<file path="config.mk">
export PLATFORM = sky130hd
export DESIGN_NAME = sfc_config
export DESIGN_NICKNAME = d
export VERILOG_FILES = /design/src/rtl/sfc_word.v /design/src/rtl/sfc_config.v
export VERILOG_INCLUDE_DIRS = /design/src /design/src/rtl
export SDC_FILE = /design/constraint.sdc
export NUM_CORES = 1
export LEC_CHECK = 0
export ABC_CLOCK_PERIOD_IN_PS = 1500
export CAP_MARGIN = 20
export CORE_MARGIN = 5
export CORE_UTILIZATION = 40
export DETAILED_ROUTE_END_ITERATION = 12
export DONT_BUFFER_PORTS = 1
export MAX_ROUTING_LAYER = met4
export SYNTH_ARGS = -nofsm -noshare
export SYNTH_HDL_FRONTEND = slang
export SYNTH_SLANG_ARGS = --single-unit
</file>
<file path="constraint.sdc">
create_clock -name core_clk -period 1.5 [get_ports core_clk]
set_clock_uncertainty 0.1 [all_clocks]
set_input_delay 0.075 -clock core_clk [delete_from_list [all_inputs] [get_ports core_clk]]
set_output_delay 0.075 -clock core_clk [all_outputs]
set_load 0.02 [all_outputs]
</file>
<file path="src/rtl/sfc_regs.vh">
// Register offsets, field positions and reset values of the frequency
// and clock-output configuration registers.
// Assumes inclusion by the design modules of this block only.
`ifndef SFC_REGS_VH
`define SFC_REGS_VH

// ----------------------------------------
// Offsets
// ----------------------------------------
`define SFC_ADR_FINE 3'h1
`define SFC_ADR_COARSE 3'h2

// ----------------------------------------
// Field positions
// ----------------------------------------
`define SFC_FINE_MSB 7
`define SFC_FINE_LSB 1
`define SFC_OPT_BIT 0
`define SFC_COARSE_MSB 7
`define SFC_COARSE_LSB 2
`define SFC_CLK_EN_BIT 1
`define SFC_CLK_ON_BIT 0
`define SFC_RANGE_BIT 5

// ----------------------------------------
// Reset values
// ----------------------------------------
`define SFC_FINE_RST 8'ha8
`define SFC_COARSE_RST 8'h7b

// ----------------------------------------
// Frequency word constants
// ----------------------------------------
`define SFC_LOW_BASE 13'hc00
`define SFC_STEP_DIV 16384

// ----------------------------------------
// Operating modes
// ----------------------------------------
`define SFC_OPM_TX 3'h1
`define SFC_OPM_RXP 3'h2
`define SFC_OPM_RX 3'h3
`define SFC_OPM_FDM 3'h5
`define SFC_OPM_FDS 3'h7

`endif

</file>
<file path="src/rtl/sfc_word.v">
// Frequency word builder: coarse plus fine value.
// Assumes register contents on the same clock.
`timescale 1ns/1ps
`include "sfc_regs.vh"

module sfc_word (
  input wire range_sel,
  input wire [5:0] coarse_bits,
  input wire [6:0] fine_bits,
  output wire [12:0] coarse_value,
  output wire [12:0] freq_word
);
  // Low range keeps only the lower three coarse bits
  assign coarse_value = range_sel ? {coarse_bits, 7'h00}
                      : (`SFC_LOW_BASE + {3'h0, coarse_bits[2:0], 7'h00});
  assign freq_word = coarse_value + {6'h00, fine_bits};
endmodule // sfc_word

</file>
<file path="src/rtl/sfc_config.v">
// Frequency and clock-output configuration registers, addresses 1 and 2.
// Assumes the serial interface decoder presents single-cycle write and
// read strobes on core_clk; the wake pin is asynchronous.
`timescale 1ns/1ps
`include "sfc_regs.vh"

module sfc_config (
  input wire core_clk,
  input wire reset_n,
  input wire [2:0] reg_addr,
  input wire [7:0] reg_wdata,
  input wire reg_wr,
  input wire reg_rd,
  input wire [7:0] ctrl1_value,
  input wire bitcheck_ok,
  input wire active_low_wake_pin,
  input wire power_on_status,
  output reg [7:0] reg_rdata,
  output reg [12:0] freq_word,
  output reg bitcheck_irq,
  output reg manchester_en,
  output reg clk_out_en
);
  // ----------------------------------------
  // Registers
  // ----------------------------------------
  reg [7:0] fine_r;
  reg [7:0] fine_nxt;
  reg [7:0] coarse_r;
  reg [7:0] coarse_nxt;
  reg wake_s1_r;
  reg wake_s2_r;
  reg wake_s3_r;
  reg [7:0] rdata_nxt;
  reg irq_nxt;
  reg manch_nxt;
  reg clk_out_nxt;
  reg full_duplex;
  reg rx_any;
  wire [2:0] opm;
  wire wr_fine;
  wire wr_coarse;
  wire opt_bit;
  wire evt_bitcheck;
  wire evt_wake;
  wire evt_power;
  wire clk_evt;
  wire [12:0] word_nxt;

  // ----------------------------------------
  // Address and field decode
  // ----------------------------------------
  assign opm = ctrl1_value[3:1];
  assign wr_fine = reg_wr && (reg_addr == `SFC_ADR_FINE);
  assign wr_coarse = reg_wr && (reg_addr == `SFC_ADR_COARSE);
  assign opt_bit = fine_r[`SFC_OPT_BIT];

  // ----------------------------------------
  // Operating mode decode
  // ----------------------------------------
  always @* begin
    full_duplex = 1'b0;
    rx_any = 1'b0;
    // Undefined codes behave as idle
    case (opm)
      `SFC_OPM_TX: begin
        rx_any = 1'b0;
      end
      `SFC_OPM_RXP: begin
        rx_any = 1'b1;
      end
      `SFC_OPM_RX: begin
        rx_any = 1'b1;
      end
      `SFC_OPM_FDM: begin
        full_duplex = 1'b1;
      end
      `SFC_OPM_FDS: begin
        full_duplex = 1'b1;
      end
      default: begin
        full_duplex = 1'b0;
        rx_any = 1'b0;
      end
    endcase
  end

  // ----------------------------------------
  // Wake pin synchroniser and edge
  // ----------------------------------------
  // Reset to the idle level so no false edge follows reset
  always @(posedge core_clk) begin
    if (!reset_n) begin
      wake_s1_r <= 1'b1;
      wake_s2_r <= 1'b1;
      wake_s3_r <= 1'b1;
    end else begin
      wake_s1_r <= active_low_wake_pin;
      wake_s2_r <= wake_s1_r;
      wake_s3_r <= wake_s2_r;
    end
  end

  // ----------------------------------------
  // Clock-active set events
  // ----------------------------------------
  // Wake event is a falling edge of the synchronised pin
  assign evt_bitcheck = bitcheck_ok && rx_any;
  assign evt_wake = wake_s3_r && !wake_s2_r;
  assign evt_power = power_on_status;
  assign clk_evt = evt_bitcheck || evt_wake || evt_power;

  // ----------------------------------------
  // Register writes; hardware set wins
  // ----------------------------------------
  always @* begin
    fine_nxt = fine_r;
    if (wr_fine) begin
      fine_nxt = reg_wdata;
    end
  end

  always @* begin
    coarse_nxt = coarse_r;
    if (wr_coarse) begin
      coarse_nxt = reg_wdata;
    end
    // Set beats a same-cycle write of zero
    if (clk_evt) begin
      coarse_nxt[`SFC_CLK_ON_BIT] = 1'b1;
    end
  end

  always @(posedge core_clk) begin
    if (!reset_n) begin
      fine_r <= `SFC_FINE_RST;
      coarse_r <= `SFC_COARSE_RST;
    end else begin
      fine_r <= fine_nxt;
      coarse_r <= coarse_nxt;
    end
  end

  // ----------------------------------------
  // Frequency word
  // ----------------------------------------
  sfc_word u_word (
    .range_sel(ctrl1_value[`SFC_RANGE_BIT]),
    .coarse_bits(coarse_r[`SFC_COARSE_MSB:`SFC_COARSE_LSB]),
    .fine_bits(fine_r[`SFC_FINE_MSB:`SFC_FINE_LSB]),
    .coarse_value(),
    .freq_word(word_nxt)
  );

  // ----------------------------------------
  // Read data
  // ----------------------------------------
  always @* begin
    rdata_nxt = reg_rdata;
    if (reg_rd) begin
      // Unmapped addresses read as zero
      case (reg_addr)
        `SFC_ADR_FINE: begin
          rdata_nxt = fine_r;
        end
        `SFC_ADR_COARSE: begin
          rdata_nxt = coarse_r;
        end
        default: begin
          rdata_nxt = 8'h00;
        end
      endcase
    end
  end

  // ----------------------------------------
  // Output next values
  // ----------------------------------------
  always @* begin
    irq_nxt = evt_bitcheck && !full_duplex && !opt_bit;
    manch_nxt = !opt_bit;
    if (full_duplex) begin
      manch_nxt = 1'b1;
    end
    clk_out_nxt = 1'b0;
    if (coarse_r[`SFC_CLK_EN_BIT]) begin
      clk_out_nxt = coarse_r[`SFC_CLK_ON_BIT];
    end
  end

  // ----------------------------------------
  // Output registers
  // ----------------------------------------
  always @(posedge core_clk) begin
    if (!reset_n) begin
      reg_rdata <= 8'h00;
      freq_word <= 13'h0000;
      bitcheck_irq <= 1'b0;
      manchester_en <= 1'b1;
      clk_out_en <= 1'b0;
    end else begin
      reg_rdata <= rdata_nxt;
      freq_word <= word_nxt;
      bitcheck_irq <= irq_nxt;
      manchester_en <= manch_nxt;
      clk_out_en <= clk_out_nxt;
    end
  end
endmodule // sfc_config

</file>
==> reports/results.ini <==
[status]
status=finished, final reports clean

[clock_tree]
cts.sinks=43
clock_latency_ps=290
cts-root-buf=clkbuf_8
cts_tree=done
cts_buffers=5
cts_max_level=2
clk_pin_slew_worst_paths_ps=80
post_cts.repair.setup_buffers=0
clockBufferDepth=2

[synthesis]
synth_ff_type=dfxtp_1
synth_cells=138
async_flop_share_pct=0
synth_top_area_share_pct=57.1
synthTopCellsByArea=dfxtp_1 (57%), mux2i_1 (9.3%), nand3b_1 (5.0%)
synth.net_count=164
syn_area_um2=1510
synth_cell_types=20
syn_avg_cell_area_um2=10.9
ys_ff_latch=43
ys_seq_area_share_pct=57.1
synth_warnings=0
synthTopCellsByCount=dfxtp_1 (43), mux2i_1 (14), and2_1 (10), nand3b_1 (10), nor2b_1 (10)
synth_top_cell_by_area=dfxtp_1
synth_edf_count=0
yosysMostFrequentCell=dfxtp_1

[setup_path]
slowest_delay_ps=580
worstSetupPathType=in -> reg
worstPathRequired_ps=1580
critPathCaptureType=register
timing.reg2reg.setup_slack_ps=210
path_max_fanout=43
critPathBufInv=3
cpMostUsedCell=dlygate4sd3_1
slowest_stage=dlygate4sd3_1
crit_cells=4
reg2reg_depth=3
crit_chain=dlygate4sd3_1 -> buf_12 -> nand2_1 -> dlygate4sd3_1
worstReg2RegEnd=coarse_r[3]$_SDFFE_PN1P_
critPathTopFamily=buffers and inverters
worstPathArrival_ps=1500
start_kind=input pin
r2r-start=coarse_r[3]$_SDFFE_PN1P_

[floorplan]
core_area_um2=3660
initial_utilization_pct=41.1
die_area_um2=5090
rows=22
die_w_um=71.4
fp.dieH_um=71.4
io_pins=50

[timing]
tns_ps=0
slew_viol_final=0
finalSetupViolations=0
worst_pin_slew_ps=734
hold_violations=0
max-slew-margin-rel_pct=51.0
fin_crit_ps=1420
finalCritPeriodShare_pct=94.6
rsz0062_at_grt=false
max_clock_freq_ghz=0.704

[power_and_ir_drop]
p_clk_share_pct=40.3
switching_share_pct=21.2
pwr-share-seq_pct=53.6
p_int_mw=1.79
power_density_nw_per_um2=1210
power_mw=2.28
vdd_ir_drop_max_v=0.000556
p_switching_mw=0.483
power.leakage_nw=0.684
p_comb_share_pct=6.1

[grt]
grt_max_degree=44
grt_util_all_layers_pct=13.8
gr-max-usage-layer=met2
use_met1_pct=13.8
grt_pass1_vias=1086
use_met3_pct=6.03
grt_overflow=0
grt_first_pass_wirelength_mm=5.15
use_met2_pct=23.2
antenna_found_initial=0

[finish]
area_delta_synth_final_pct=24.6
drive_above_1_share_pct=6.83
diodes=0
regArea_um2=861
fillers=340
final_net_count=186
final_util_pct=51.3
multiInputGateArea_um2=586

[drt]
ant_nets=0
routed_wl_mm=3.20
drtIter0Drc=47
firstDrtPassIters=4
vias=1039
wl_per_cell_um=15.3
drc=0
vias_per_cell=4.97

[hold_path]
hold-path-endpoint=reg_rdata[7]$_SDFFE_PN0P_
hold_path_depth=2
hold_class=in -> reg
hold_start=reg_rd

[placed_design]
place.port_buffers=0
gp_routability_congestion=0.683
hpwl_mm=2.03

[run]
drv_cap=0

==> kinds of logic (layout without fill, tap and decap cells) <==
| group | count (synthesis) | count (layout) | share of synthesized area, % |
|---|---|---|---|
| buffers and inverters | 11 | 34 | 3.99 |
| DFF | 43 | 43 | 57.1 |
| AOI/OAI and AO/OA | 20 | 20 | 8.64 |
| and+or+nand+nor | 50 | 50 | 20.9 |
| muxes | 14 | 14 | 9.30 |
==> cell type report <==
| cell class | count | share of cell area, % |
|---|---|---|
| Timing Repair Buffer | 24 | 13.1 |
| Clock inverter | 2 | 1.87 |
| Inverter | 2 | 0.400 |
| Multi-Input combinational cell | 84 | 31.2 |
| Sequential cell | 43 | 45.9 |
| Tap cell | 48 | 3.20 |
| Clock buffer | 6 | 4.40 |
==> placed cells by master (no fill, tap or decap), drive strengths merged <==
cell / synthesis / layout
dfxtp: 43 / 43
dlygate4sd3: 0 / 21
mux2i: 14 / 14
and2: 10 / 10
nor2b: 10 / 10
nand3b: 10 / 10
nand2: 9 / 9
a22oi: 8 / 8
o21ai: 8 / 8
clkbuf: 4 / 6
nand2b: 3 / 3
buf: 5 / 3
inv: 2 / 2
a21boi: 2 / 2
and4bb: 2 / 2
o211ai: 2 / 2
nor3b: 2 / 2
nand3: 2 / 2
and3: 2 / 2
clkinv: 0 / 1
bufinv: 0 / 1
==> registers in the layout, summed over array words and instances (netlist names) <==
name	flops
coarse_r	8
fine_r	8
wake_s2_r	1
wake_s1_r	1
clk_out_en	1
reg_rdata	8
freq_word	13
wake_s3_r	1
bitcheck_irq	1
manchester_en	1
==> how the worst max path moves through the flow <==
stage / from / end / slack [ps]
global placement: reg_addr[0] / reg_rdata[4]$_SDFFE_PN0P_ / 300
detailed placement: reg_addr[0] / reg_rdata[4]$_SDFFE_PN0P_ / 310
CTS: reset_n / coarse_r[1]$_SDFFE_PN1P_ / 110
floorplan: reg_addr[2] / coarse_r[0]$_SDFFE_PP1P_ / 550
global route: reset_n / coarse_r[3]$_SDFFE_PN1P_ / 30
finish: reset_n / coarse_r[3]$_SDFFE_PN1P_ / 80
==> power by group through the flow <==
stage | Combinational [mW] | Clock, mW | Sequential, mW
2_1_floorplan | 0.0797 | 0 | 1.24
3_3_place_gp | 0.0750 | 0 | 1.25
3_5_place_dp | 0.0767 | 0 | 1.25
4_1_cts | 0.141 | 0.942 | 1.22
5_1_grt | 0.153 | 1.01 | 1.22
6_report | 0.140 | 0.916 | 1.22
==> through the flow <==
step | cell area, um^2 | hold WS [ps] | instances | worst slack, ps
6_report | 1880 | 65.9 | 209 | 80.4
5_1_grt | 1880 | 105 | 209 | 27.7
4_1_cts | 1880 | 70.0 | 209 | 106
3_5_place_dp | 1530 | 44.9 | 179 | 309
3_3_place_gp | 1530 | 42.7 | 179 | 297
2_1_floorplan | 1510 | 76.5 | 138 | 551
==> worst register-to-register path, delay by kind of cell (launching register included) <==
family	cells	cell delay [ps]
buffers and inverters	1	560
AND/OR/NAND/NOR	1	70
multiplexers	1	130
flip-flops	1	320
==> layer usage <==
metal  share of wire, %  wire [um]
met1                 41       1300
met2                 50       1590
met3                8.4        270
met4                1.4         44
met5                  0          0
==> timing repair <==
action | in CTS | in global routing
hold buffers | 22 | 0
gates resized for setup | 0 | 0
hold endpoints to repair | 43 | 0
(Power assumes the default switching activity.)
